<file path="config.mk">
export PLATFORM = sky130hd
export DESIGN_NAME = tvm_display_regs
export DESIGN_NICKNAME = d
export VERILOG_FILES = /design/src/verilog/tvm_pkg.sv /design/src/verilog/tvm_display_regs.sv /design/src/verilog/tvm_mode_decode.sv
export VERILOG_INCLUDE_DIRS = /design/src /design/src/verilog
export SDC_FILE = /design/constraint.sdc
export NUM_CORES = 1
export LEC_CHECK = 0
export BUFFER_PORTS_ARGS = -buffer_cell sky130_fd_sc_hd__clkbuf_2
export CAP_MARGIN = 25
export CORE_ASPECT_RATIO = 1.25
export CORE_MARGIN = 5
export CORE_UTILIZATION = 42
export DETAILED_ROUTE_END_ITERATION = 12
export PLACE_DENSITY_LB_ADDON = 0.05
export SETUP_SLACK_MARGIN = 0.2
export SLEW_MARGIN = 15
export SYNTH_ARGS = -nofsm -noshare
export SYNTH_HDL_FRONTEND = slang
export SYNTH_SLANG_ARGS = --single-unit
export TNS_END_PERCENT = 10
</file>
<file path="constraint.sdc">
create_clock -name ref_clk -period 4.5 [get_ports ref_clk]
set_input_delay 0.675 -clock ref_clk [delete_from_list [all_inputs] [get_ports ref_clk]]
set_output_delay 0.675 -clock ref_clk [all_outputs]
set_load 0.005 [all_outputs]
</file>
<file path="src/verilog/tvm_regs.svh">
`ifndef TVM_REGS_SVH
`define TVM_REGS_SVH
`define TVM_ADDR_MODE 6'h00
`define TVM_ADDR_FILTER 6'h01
`define TVM_MODE_RESET 8'h6a
`define TVM_FILTER_RESET 6'h32
`define TVM_RES_MSB 7
`define TVM_RES_LSB 5
`define TVM_STD_MSB 4
`define TVM_STD_LSB 3
`define TVM_SCL_MSB 2
`define TVM_SCL_LSB 0
`define TVM_CHR_MSB 5
`define TVM_CHR_LSB 4
`define TVM_WR_LUMA_MSB 3
`define TVM_WR_LUMA_LSB 2
`define TVM_WR_TEXT_MSB 1
`define TVM_WR_TEXT_LSB 0
`define TVM_MODE_COUNT 27
`endif

</file>
<file path="src/verilog/tvm_pkg.sv">
package tvm_pkg;
  typedef enum logic [2:0] {
    TVM_RES_512X384, TVM_RES_720X400, TVM_RES_640X400, TVM_RES_640X480,
    TVM_RES_800X600, TVM_RES_720_INTERLACED, TVM_RES_BAD6, TVM_RES_BAD7
  } tvm_res_t;
  typedef enum logic [1:0] {TVM_STD_PAL, TVM_STD_NTSC, TVM_STD_PAL_M, TVM_STD_NTSC_J} tvm_std_t;
  typedef enum logic [2:0] {
    TVM_SCL_5_4, TVM_SCL_1_1, TVM_SCL_7_8, TVM_SCL_5_6, TVM_SCL_3_4, TVM_SCL_7_10,
    TVM_SCL_BAD6, TVM_SCL_BAD7
  } tvm_scale_t;
  typedef enum logic [1:0] {TVM_FLT_MIN, TVM_FLT_SLIGHT, TVM_FLT_MAX, TVM_FLT_SPECIAL} tvm_flt_t;
endpackage : tvm_pkg

</file>
<file path="src/verilog/tvm_display_regs.sv">
`timescale 1ns/1ns
`include "tvm_regs.svh"
// What this block does
// - 8-bit RW mode register at 00H: resolution 7:5, standard 4:3, scaling 2:0
// - Mode register resets to 640x480, NTSC, 7/8 scaling
// - Resolution code decodes to six input formats, 101 interlaced
// - Standard code selects PAL, NTSC, PAL-M or NTSC-J
// - Scaling code selects 5/4, 1/1, 7/8, 5/6, 3/4 or 7/10
// - Only 27 listed code combinations are valid modes, numbered 0 to 26
// - Each mode has its own line and frame totals and pixel clock
// - Modes 25 and 26 are interlaced 1/1 at 13.5 MHz, bypassing some functions
// - 6-bit RW filter register at 01H, reset chroma 11, luma 00, text 10
// - Chroma field sits in bits 5:4 on write and read
// - Writes take luma from bits 3:2 and text from bits 1:0
// - Reads return luma in bits 1:0 and text in bits 3:2
// - Luma field: minimal, slight, maximum; 11 invalid
// - Text field: maximum, slight, minimum enhancement; 11 invalid
// - Chroma field: minimal, slight, maximum flicker filtering
// - Chroma code 11 enables dot crawl reduction instead
module tvm_display_regs
  import tvm_pkg::*;
(
  input wire logic ref_clk,
  input wire logic rst_n,
  input wire logic reg_wr,
  input wire logic [5:0] reg_addr,
  input wire logic [7:0] reg_wdata,
  output logic [7:0] reg_rdata,
  output tvm_res_t input_resolution_code,
  output tvm_std_t output_standard_code,
  output tvm_scale_t scaling_ratio_code,
  output logic mode_valid,
  output logic [4:0] mode_number,
  output logic interlaced_mode,
  output logic [10:0] pixels_per_line,
  output logic [9:0] lines_per_frame,
  output logic [15:0] pixel_clock_khz,
  output tvm_flt_t chroma_filter_field,
  output tvm_flt_t luma_filter_field,
  output tvm_flt_t text_enhance_field,
  output logic dot_crawl_reduce,
  output logic filter_code_invalid
);
  logic rst_meta;
  logic rst_sync_n;
  logic [7:0] display_mode_select;
  logic [5:0] flicker_filter_control;
  logic next_valid;
  logic [4:0] next_number;
  logic [10:0] next_ppl;
  logic [9:0] next_lpf;
  logic [15:0] next_pclk;
  logic [7:0] next_rdata;
  tvm_res_t next_res;
  tvm_std_t next_std;
  tvm_scale_t next_scale;

  // Reset released through two flops so release is clean on ref_clk
  always_ff @(posedge ref_clk or negedge rst_n)
  begin
    if (!rst_n)
    begin
      rst_meta <= 1'b0;
      rst_sync_n <= 1'b0;
    end
    else
    begin
      rst_meta <= 1'b1;
      rst_sync_n <= rst_meta;
    end
  end

  always_ff @(posedge ref_clk or negedge rst_sync_n)
  begin
    if (!rst_sync_n)
      display_mode_select <= `TVM_MODE_RESET;
    else if (reg_wr && reg_addr == `TVM_ADDR_MODE)
      display_mode_select <= reg_wdata;
  end

  // Stored in write layout; read path swaps luma and text
  always_ff @(posedge ref_clk or negedge rst_sync_n)
  begin
    if (!rst_sync_n)
      flicker_filter_control <= `TVM_FILTER_RESET;
    else if (reg_wr && reg_addr == `TVM_ADDR_FILTER)
      flicker_filter_control <= reg_wdata[5:0];
  end

  tvm_mode_decode u_decode (
    .mode_code(display_mode_select),
    .res_code(next_res),
    .std_code(next_std),
    .scale_code(next_scale)
  );

  // Labels are the whole mode byte; unlisted triples give zero totals
  always_comb
  begin
    next_valid = 1'b1;
    next_number = 5'h00;
    next_ppl = 11'h000;
    next_lpf = 10'h000;
    next_pclk = 16'h0000;
    case (display_mode_select)
      8'h00:
      begin
        next_number = 5'h00;
        {next_ppl, next_lpf, next_pclk} = {11'h348, 10'h1f4, 16'h5208};
      end
      8'h01:
      begin
        next_number = 5'h01;
        {next_ppl, next_lpf, next_pclk} = {11'h348, 10'h271, 16'h668a};
      end
      8'h08:
      begin
        next_number = 5'h02;
        {next_ppl, next_lpf, next_pclk} = {11'h320, 10'h1a4, 16'h4eac};
      end
      8'h09:
      begin
        next_number = 5'h03;
        {next_ppl, next_lpf, next_pclk} = {11'h310, 10'h20d, 16'h605f};
      end
      8'h20:
      begin
        next_number = 5'h04;
        {next_ppl, next_lpf, next_pclk} = {11'h465, 10'h1f4, 16'h6ddd};
      end
      8'h21:
      begin
        next_number = 5'h05;
        {next_ppl, next_lpf, next_pclk} = {11'h45c, 10'h271, 16'h883b};
      end
      8'h28:
      begin
        next_number = 5'h06;
        {next_ppl, next_lpf, next_pclk} = {11'h3b1, 10'h1a4, 16'h5cee};
      end
      8'h29:
      begin
        next_number = 5'h07;
        {next_ppl, next_lpf, next_pclk} = {11'h3a8, 10'h20d, 16'h730f};
      end
      8'h40:
      begin
        next_number = 5'h08;
        {next_ppl, next_lpf, next_pclk} = {11'h3e8, 10'h1f4, 16'h61a8};
      end
      8'h41:
      begin
        next_number = 5'h09;
        {next_ppl, next_lpf, next_pclk} = {11'h3f0, 10'h271, 16'h7b0c};
      end
      8'h48:
      begin
        next_number = 5'h0a;
        {next_ppl, next_lpf, next_pclk} = {11'h348, 10'h1a4, 16'h529b};
      end
      8'h49:
      begin
        next_number = 5'h0b;
        {next_ppl, next_lpf, next_pclk} = {11'h348, 10'h20d, 16'h6742};
      end
      8'h4a:
      begin
        next_number = 5'h0c;
        {next_ppl, next_lpf, next_pclk} = {11'h348, 10'h258, 16'h7602};
      end
      8'h60:
      begin
        next_number = 5'h0d;
        {next_ppl, next_lpf, next_pclk} = {11'h348, 10'h1f4, 16'h5208};
      end
      8'h61:
      begin
        next_number = 5'h0e;
        {next_ppl, next_lpf, next_pclk} = {11'h348, 10'h271, 16'h668a};
      end
      8'h63:
      begin
        next_number = 5'h0f;
        {next_ppl, next_lpf, next_pclk} = {11'h348, 10'h2ee, 16'h7b0c};
      end
      8'h69:
      begin
        next_number = 5'h10;
        {next_ppl, next_lpf, next_pclk} = {11'h310, 10'h20d, 16'h605f};
      end
      8'h6a:
      begin
        next_number = 5'h11;
        {next_ppl, next_lpf, next_pclk} = {11'h310, 10'h258, 16'h6e24};
      end
      8'h6b:
      begin
        next_number = 5'h12;
        {next_ppl, next_lpf, next_pclk} = {11'h320, 10'h276, 16'h7602};
      end
      8'h81:
      begin
        next_number = 5'h13;
        {next_ppl, next_lpf, next_pclk} = {11'h3b0, 10'h271, 16'h733c};
      end
      8'h83:
      begin
        next_number = 5'h14;
        {next_ppl, next_lpf, next_pclk} = {11'h3c0, 10'h2ee, 16'h8ca0};
      end
      8'h84:
      begin
        next_number = 5'h15;
        {next_ppl, next_lpf, next_pclk} = {11'h3a8, 10'h344, 16'h9858};
      end
      8'h8b:
      begin
        next_number = 5'h16;
        {next_ppl, next_lpf, next_pclk} = {11'h410, 10'h276, 16'h9969};
      end
      8'h8c:
      begin
        next_number = 5'h17;
        {next_ppl, next_lpf, next_pclk} = {11'h410, 10'h2bc, 16'haa74};
      end
      8'h8d:
      begin
        next_number = 5'h18;
        {next_ppl, next_lpf, next_pclk} = {11'h428, 10'h2ee, 16'hbad8};
      end
      8'ha1:
      begin
        next_number = 5'h19;
        {next_ppl, next_lpf, next_pclk} = {11'h360, 10'h271, 16'h34bc};
      end
      8'ha9:
      begin
        next_number = 5'h1a;
        {next_ppl, next_lpf, next_pclk} = {11'h35a, 10'h20d, 16'h34bc};
      end
      default:
        next_valid = 1'b0;
    endcase
  end

  always_comb
  begin
    case (reg_addr)
      `TVM_ADDR_MODE: next_rdata = display_mode_select;
      `TVM_ADDR_FILTER: next_rdata = {2'b00,
        flicker_filter_control[`TVM_CHR_MSB:`TVM_CHR_LSB],
        flicker_filter_control[`TVM_WR_TEXT_MSB:`TVM_WR_TEXT_LSB],
        flicker_filter_control[`TVM_WR_LUMA_MSB:`TVM_WR_LUMA_LSB]};
      default: next_rdata = 8'h00;
    endcase
  end

  // Read data registered: valid one edge after the address is presented
  always_ff @(posedge ref_clk or negedge rst_sync_n)
  begin
    if (!rst_sync_n)
      reg_rdata <= 8'h00;
    else
      reg_rdata <= next_rdata;
  end

  // Mode outputs; downstream relies on software keeping to listed modes
  always_ff @(posedge ref_clk or negedge rst_sync_n)
  begin
    if (!rst_sync_n)
    begin
      input_resolution_code <= TVM_RES_640X480;
      output_standard_code <= TVM_STD_NTSC;
      scaling_ratio_code <= TVM_SCL_7_8;
      mode_valid <= 1'b1;
      mode_number <= 5'h11;
      interlaced_mode <= 1'b0;
      pixels_per_line <= 11'h310;
      lines_per_frame <= 10'h258;
      pixel_clock_khz <= 16'h6e24;
    end
    else
    begin
      input_resolution_code <= next_res;
      output_standard_code <= next_std;
      scaling_ratio_code <= next_scale;
      mode_valid <= next_valid;
      mode_number <= next_number;
      interlaced_mode <= next_valid && (next_number == 5'h19 || next_number == 5'h1a);
      pixels_per_line <= next_ppl;
      lines_per_frame <= next_lpf;
      pixel_clock_khz <= next_pclk;
    end
  end

  // Filter settings; chroma 11 turns on dot crawl reduction
  always_ff @(posedge ref_clk or negedge rst_sync_n)
  begin
    if (!rst_sync_n)
    begin
      chroma_filter_field <= TVM_FLT_SPECIAL;
      luma_filter_field <= TVM_FLT_MIN;
      text_enhance_field <= TVM_FLT_MAX;
      dot_crawl_reduce <= 1'b1;
      filter_code_invalid <= 1'b0;
    end
    else
    begin
      chroma_filter_field <= tvm_flt_t'(flicker_filter_control[`TVM_CHR_MSB:`TVM_CHR_LSB]);
      luma_filter_field <= tvm_flt_t'(flicker_filter_control[`TVM_WR_LUMA_MSB:`TVM_WR_LUMA_LSB]);
      text_enhance_field <= tvm_flt_t'(flicker_filter_control[`TVM_WR_TEXT_MSB:`TVM_WR_TEXT_LSB]);
      dot_crawl_reduce <= &flicker_filter_control[`TVM_CHR_MSB:`TVM_CHR_LSB];
      filter_code_invalid <= &flicker_filter_control[`TVM_WR_LUMA_MSB:`TVM_WR_LUMA_LSB] ||
        &flicker_filter_control[`TVM_WR_TEXT_MSB:`TVM_WR_TEXT_LSB];
    end
  end
endmodule : tvm_display_regs

</file>
<file path="src/verilog/tvm_mode_decode.sv">
`timescale 1ns/1ns
`include "tvm_regs.svh"
// Splits the mode byte into its three typed code fields
module tvm_mode_decode
  import tvm_pkg::*;
(
  input wire logic [7:0] mode_code,
  output tvm_res_t res_code,
  output tvm_std_t std_code,
  output tvm_scale_t scale_code
);
  assign res_code = tvm_res_t'(mode_code[`TVM_RES_MSB:`TVM_RES_LSB]);
  assign std_code = tvm_std_t'(mode_code[`TVM_STD_MSB:`TVM_STD_LSB]);
  assign scale_code = tvm_scale_t'(mode_code[`TVM_SCL_MSB:`TVM_SCL_LSB]);
endmodule : tvm_mode_decode

</file>
**Word level (Yosys, flattened, before mapping)**

Cells that the tools add are included.

- Flip-flop bits (word level): 84
- Bits in latches: 0
- RAM bits: 0
- ROM bits: 0
- Input bits: 17
- Output and inout port bits: 68
- Word-level logic and storage cells: 83
- Memories: 0

- Add/subtract/negate cells: 0
- Multiply operators: 0
- Divide/modulo/power cells: 0
- Order comparisons: 0
- Equality and inequality tests: 29
- Shifts and indexed selects: 0
- Mux-type cells: 6
- Bitwise logic cells: 0
- Reduce and logical (&&, ||, !) cells: 29

Operator list:

| kind | count |
|---|---|
| $pmux W16 S21 | 1 |
| $pmux W11 S15 | 1 |
| $pmux W5 S26 | 1 |
| $pmux W10 S9 | 1 |
| $eq A8 B7 Y1 const B | 11 |
| $eq A8 B8 Y1 const B | 8 |
| $eq A8 B6 Y1 const B | 4 |
| $reduce_or A27 Y1 | 1 |
| $reduce_or A2 Y1 | 11 |
| $eq A8 B4 Y1 const B | 2 |
| $pmux W8 S2 | 1 |
| $eq A5 B5 Y1 const B | 2 |
| $reduce_or A3 Y1 | 3 |
| $eq A8 B1 Y1 const B | 1 |
| $logic_not A8 Y1 | 1 |
| $reduce_or A8 Y1 | 1 |
| $eq A6 B1 Y1 const B | 1 |
| $logic_not A6 Y1 | 1 |
| $reduce_and A2 Y1 | 3 |
| $reduce_or A6 Y1 | 1 |
| $reduce_or A5 Y1 | 1 |
| $reduce_or A4 Y1 | 1 |
| $logic_and A1 B1 Y1 | 3 |
| $logic_or A1 B1 Y1 | 2 |
| $mux W1 | 1 |

**Logic depth before layout (Yosys ltp)**

- Depth in word-level cells: 5
- Depth in mapped cells: 8

**Cells and area by module**

From an unflattened synthesis, not the netlist that was laid out.

- Cells, all modules: 398
- Area, all modules: 4112.7 um^2

By module, submodules not included:

| module | times used | cells an instance | area an instance (um^2) | sequential area each (um^2) |
|---|---|---|---|---|
| tvm_display_regs | 1 | 390 | 4052.6 | 2115.8 |
| tvm_mode_decode | 1 | 8 | 60.1 | 0.0 |

**Worst setup path before layout**

OpenSTA, ideal clock, no wires.

- Path kind: input-to-reg
- Start: input reg_addr[0]
- End: register flicker_filter_control[0]
- Library setup time: 0.125 ns
- Data arrival time: 1.770 ns
- Required time: 4.375 ns
- Slack: 2.606 ns
- Cell stages on the path: 4
- Buffers on the path: 1
- Path through: clkbuf_1 > nand2_1 > nor2_1 > mux2_2

- Cells in the longest elaborated chain, start to end: 2

RTL lines:

| what | RTL line | text |
|---|---|---|
| start, declared | tvm_display_regs.sv:26 | `input wire logic [5:0] reg_addr,` |
| $eq A6 B1 Y1 (no line) | n/a |  |
| $logic_and A1 B1 Y1 (no line) | n/a |  |
| end signal, assigned | tvm_display_regs.sv:85 | `` flicker_filter_control <= `TVM_FILTER_RESET; `` |
| end signal, assigned | tvm_display_regs.sv:87 | `flicker_filter_control <= reg_wdata[5:0];` |
| end, declared | tvm_display_regs.sv:47 | `logic [5:0] flicker_filter_control;` |

No other way between the ends.
A chain may end at the register's enable or synchronous reset.

**Worst setup path in the final report**

- Start: register display_mode_select[1]
- End: register pixel_clock_khz[14]

- Cells in the longest elaborated chain, start to end: 3
- Elaborated cells between the ends (all ways): 34
- Those cells by class: eq/ne (26); mux (1); reduce/logical (7)

RTL lines:

| what | RTL line | text |
|---|---|---|
| start, declared | tvm_display_regs.sv:46 | `logic [7:0] display_mode_select;` |
| start signal, assigned | tvm_display_regs.sv:76 | `` display_mode_select <= `TVM_MODE_RESET; `` |
| start signal, assigned | tvm_display_regs.sv:78 | `display_mode_select <= reg_wdata;` |
| $eq A8 B8 Y1, or another cell as far along | tvm_display_regs.sv:105 | `case (display_mode_select)` |
| $reduce_or A2 Y1 (no line) | n/a |  |
| $pmux W16 S21 (*) | tvm_display_regs.sv:105 |  |
| net next_pclk[14] | tvm_display_regs.sv:52 | `logic [15:0] next_pclk;` |
| end signal, assigned | tvm_display_regs.sv:292 | `pixel_clock_khz <= next_pclk;` |
| end, declared | tvm_display_regs.sv:37 | `output logic [15:0] pixel_clock_khz,` |

Mark *: on every way through the listed nets, which the timed path passes. The rest lies on a longest branch.

==> tab_implementation.tex <==
\begin{tabular}{lr}
\hline
Metric & Value \\
\hline
\multicolumn{2}{l}{\textbf{Status}} \\
Result of the run & complete, no violations \\
\multicolumn{2}{l}{\textbf{Power}} \\
Worst VDD drop & 0.366 mV \\
Power per standard cell area & 474 nW/µm² \\
Leak pwr & 2.19 nW \\
\multicolumn{2}{l}{\textbf{Routing}} \\
Detail Route Antenna Nets & 0 \\
Number of DRC markers after the initial detailed-route iteration & 397 \\
Remaining design rule violation count & 0 \\
Vias/cell & 5.91 \\
Total wire length after detailed routing & 12.4 mm \\
Initial DRT Pass Iterations & 6 \\
Drt wl/cell & 21.0 µm \\
Total via count after detailed routing & 3494 \\
\multicolumn{2}{l}{\textbf{CTS}} \\
Hold buffers post-CTS & 0 \\
Num CTS Buffers & 9 \\
Buffers inserted by post-CTS timing repair & 0 \\
Clock tree from TritonCTS & built \\
Clock-pin slew reported for the worst setup and hold paths after clock tree synthesis & 0.06 ns \\
Cell chosen for the clock root & sky130\_fd\_sc\_hd\_\_clkbuf\_16 \\
Worst-skew pair later-pin latency & 0.34 ns \\
Maximum root-to-sink buffer count & 2 \\
Quantity of gates resized following cts & 0 \\
Clock H-tree levels & 3 \\
Clk sinks & 83 \\
\multicolumn{2}{l}{\textbf{Logic synthesis}} \\
Post-synthesis instance area & 4000 µm² \\
Asr flop ratio synth & 1.00 \\
Largest area contributor in the netlist & sky130\_fd\_sc\_hd\_\_dfrtp\_1 \\
Post-Syn Area per Cell & 10.1 µm² \\
Synthesis Warnings & 0 \\
Most common flop cell mapped by yosys & sky130\_fd\_sc\_hd\_\_dfrtp\_1 \\
Portion of synthesized cell area occupied by the leading cell type & 0.326 \\
Number of flops mapped to enable cells by yosys & 0 \\
Register area share after synthesis & 0.530 \\
Net count of the mapped netlist & 413 \\
Biggest area contributors in the synthesized netlist & sky130\_fd\_sc\_hd\_\_dfrtp\_1, sky130\_fd\_sc\_hd\_\_dfstp\_2, sky130\_fd\_sc\_hd\_\_mux2\_2 \\
Distinct cell type count after synthesis & 66 \\
Number of synthesized register bits & 83 \\
Post-Synthesis Cells & 396 \\
\multicolumn{2}{l}{\textbf{Timing}} \\
Hold Violations, Final & 0 \\
Tcrit/Tclk final & 0.633 \\
Final setup violation count & 0 \\
Unrepaired setup endpoints after global routing & false \\
Achievable Freq & 0.351 GHz \\
Sum Neg Setup Slack & 0 ns \\
Worst Max-Slew Pin Slew & 0.846 ns \\
Number of max-slew violations in the final report & 0 \\
Clock period minus final worst setup slack & 2.85 ns \\
Final Skew & 0.00741 ns \\
Worst slew margin relative to its limit & 0.436 \\
Setup slack of the critical path after layout & 1.65 ns \\
\multicolumn{2}{l}{\textbf{Layout}} \\
Antenna diode count & 0 \\
Net count of the finished layout & 480 \\
Most frequent cells in the layout & sky130\_fd\_sc\_hd\_\_clkbuf\_2, sky130\_fd\_sc\_hd\_\_dfrtp\_1, sky130\_fd\_sc\_hd\_\_nor2\_1, sky130\_fd\_sc\_hd\_\_nand2\_1, sky130\_fd\_sc\_hd\_\_dfstp\_2 \\
Summed area of non-filler cells in the final layout & 4760 µm² \\
P\&R area growth vs syn & 19.1\% \\
Share of final-layout standard cells stronger than drive strength 1 & 0.340 \\
Commonest non-fill, non-tap cell in the layout & sky130\_fd\_sc\_hd\_\_clkbuf\_2 \\
Count of filler cells inserted in the layout & 873 \\
\multicolumn{2}{l}{\textbf{Placement}} \\
Post-Place Worst Slack & 1.77 ns \\
HPWL after DPL & 8.73 mm \\
Instance area after placement & 4440 µm² \\
Final weighted congestion of routability-driven global placement & 0.963 \\
Port-buffer cells & 84 \\
\multicolumn{2}{l}{\textbf{Worst setup path}} \\
Worst endpoint data arrival time & 3.07 ns \\
Element type at the critical path start & register \\
Path depth of the worst reg2reg path & 5 \\
Critical Path Sink Type & register \\
CP required & 4.73 ns \\
Type of the worst setup path & register to register \\
Maximum fanout count along the critical path & 38 \\
\multicolumn{2}{l}{\textbf{Global route}} \\
Largest net degree at the start of global routing & 82 \\
Wire length of the first global-routing pass & 19.5 mm \\
Gr usage total & 0.216 \\
Number of global-route vias before repair & 3480 \\
Number of antenna violations at the first check in global routing & 0 \\
Total grt overflow & 0 \\
\multicolumn{2}{l}{\textbf{Run}} \\
MaxCap Viol Count & 0 \\
\multicolumn{2}{l}{\textbf{Die}} \\
Die span in y & 119 µm \\
Initial core utilization & 0.433 \\
Number of top-level pins & 85 \\
Die Width & 97.2 µm \\
Core area & 9220 µm² \\
Die footprint & 11600 µm² \\
Cell Rows & 39 \\
\multicolumn{2}{l}{\textbf{Min path}} \\
Type of the most critical hold path & input port to async pin \\
\hline
\end{tabular}
## worst paths after layout
check                                       start               endpoint  slack (ns)
min in group ref_clk                     rst_meta             rst_sync_n        0.36
max in group asynchronous              rst_sync_n     pixels_per_line[9]        3.61
hold reg to reg                        rst_sync_n  scaling_ratio_code[2]        0.26
hold / removal                              rst_n             rst_sync_n        0.11
setup / recovery           display_mode_select[1]    pixel_clock_khz[14]        1.65
setup reg to reg           display_mode_select[1]    pixel_clock_khz[14]        1.65
## state kept, by name, indices dropped and copies added, names as in the netlist
register	count
dot_crawl_reduce	1
output_standard_code	2
rst_sync_n	1
scaling_ratio_code	3
mode_valid	1
luma_filter_field	2
rst_meta	1
filter_code_invalid	1
input_resolution_code	3
lines_per_frame	10
interlaced_mode	1
pixels_per_line	10
text_enhance_field	2
pixel_clock_khz	16
display_mode_select	8
flicker_filter_control	6
reg_rdata	8
mode_number	5
chroma_filter_field	2
## cell families after synthesis
| group | Yosys count | share of synthesized area |
|---|---|---|
| simple gates | 158 | 0.210 |
| flops | 83 | 0.530 |
| buf+inv | 41 | 0.0467 |
| mux | 20 | 0.0545 |
| compound gates | 90 | 0.152 |
| xor+xnor | 3 | 0.00658 |
| other cells | 1 | 0.000939 |
## stage by stage
step	hold WS (ns)	util	power [mW]	instances
after floorplan	0.331	-	1.33	396
after global placement	0.342	0.482	1.58	574
after detailed placement	0.346	0.482	1.57	574
after CTS	0.0994	0.513	2.27	590
after global routing	0.0975	0.516	2.37	591
final	0.106	0.516	2.26	591
## cell usage after synthesis, drive strengths merged, types with 3 or more instances
| master | count |
|---|---|
| nand4 | 6 |
| nor2b | 9 |
| a31oi | 4 |
| nand2b | 7 |
| nor4 | 5 |
| a211oi | 5 |
| buf | 22 |
| o2111ai | 3 |
| a21oi | 21 |
| and2 | 6 |
| or3 | 4 |
| and3 | 3 |
| nor3 | 17 |
| inv | 9 |
| o211ai | 5 |
| mux2i | 6 |
| nor2 | 41 |
| o22ai | 6 |
| dfrtp | 52 |
| a32oi | 3 |
| nand3 | 10 |
| mux2 | 14 |
| nand2 | 34 |
| clkbuf | 10 |
| o21a | 3 |
| o21ai | 19 |
| nor4b | 3 |
| dfstp | 31 |
## worst max-delay path, cell delays in order, from the launching register on
cell and delay, ns:
sky130_fd_sc_hd__dfstp_2 1.01, sky130_fd_sc_hd__or2_0 0.55, sky130_fd_sc_hd__nor3_1 0.09, sky130_fd_sc_hd__o311a_1 0.41, sky130_fd_sc_hd__nor4_2 0.48, sky130_fd_sc_hd__nand4_1 0.17
## where the power goes
part           internal [mW]  switching (mW)
logic                  0.217           0.314
registers              0.915           0.117
clock network          0.392           0.301
total                   1.52           0.732
## layer usage
layer | part of all wire | vias up | global-route usage
li1 | - | 1555 | -
met1 | 0.39 | 1652 | 0.267
met2 | 0.48 | 223 | 0.344
met3 | 0.081 | 64 | 0.0485
met4 | 0.056 | 0 | 0.131
met5 | 0 | - | 0
## layout make-up
type / instances / area (µm²) / area share
sequential: 83 / 2120 / 0.446
inverter: 9 / 33.8 / 0.00710
clock buffer: 10 / 239 / 0.0502
multi-input combinational: 272 / 1690 / 0.356
timing repair buffer: 88 / 470 / 0.0989
tap: 123 / 154 / 0.0324
clock inverter: 6 / 47.5 / 0.00999
No activity file was read; power rests on OpenSTA's default activity.
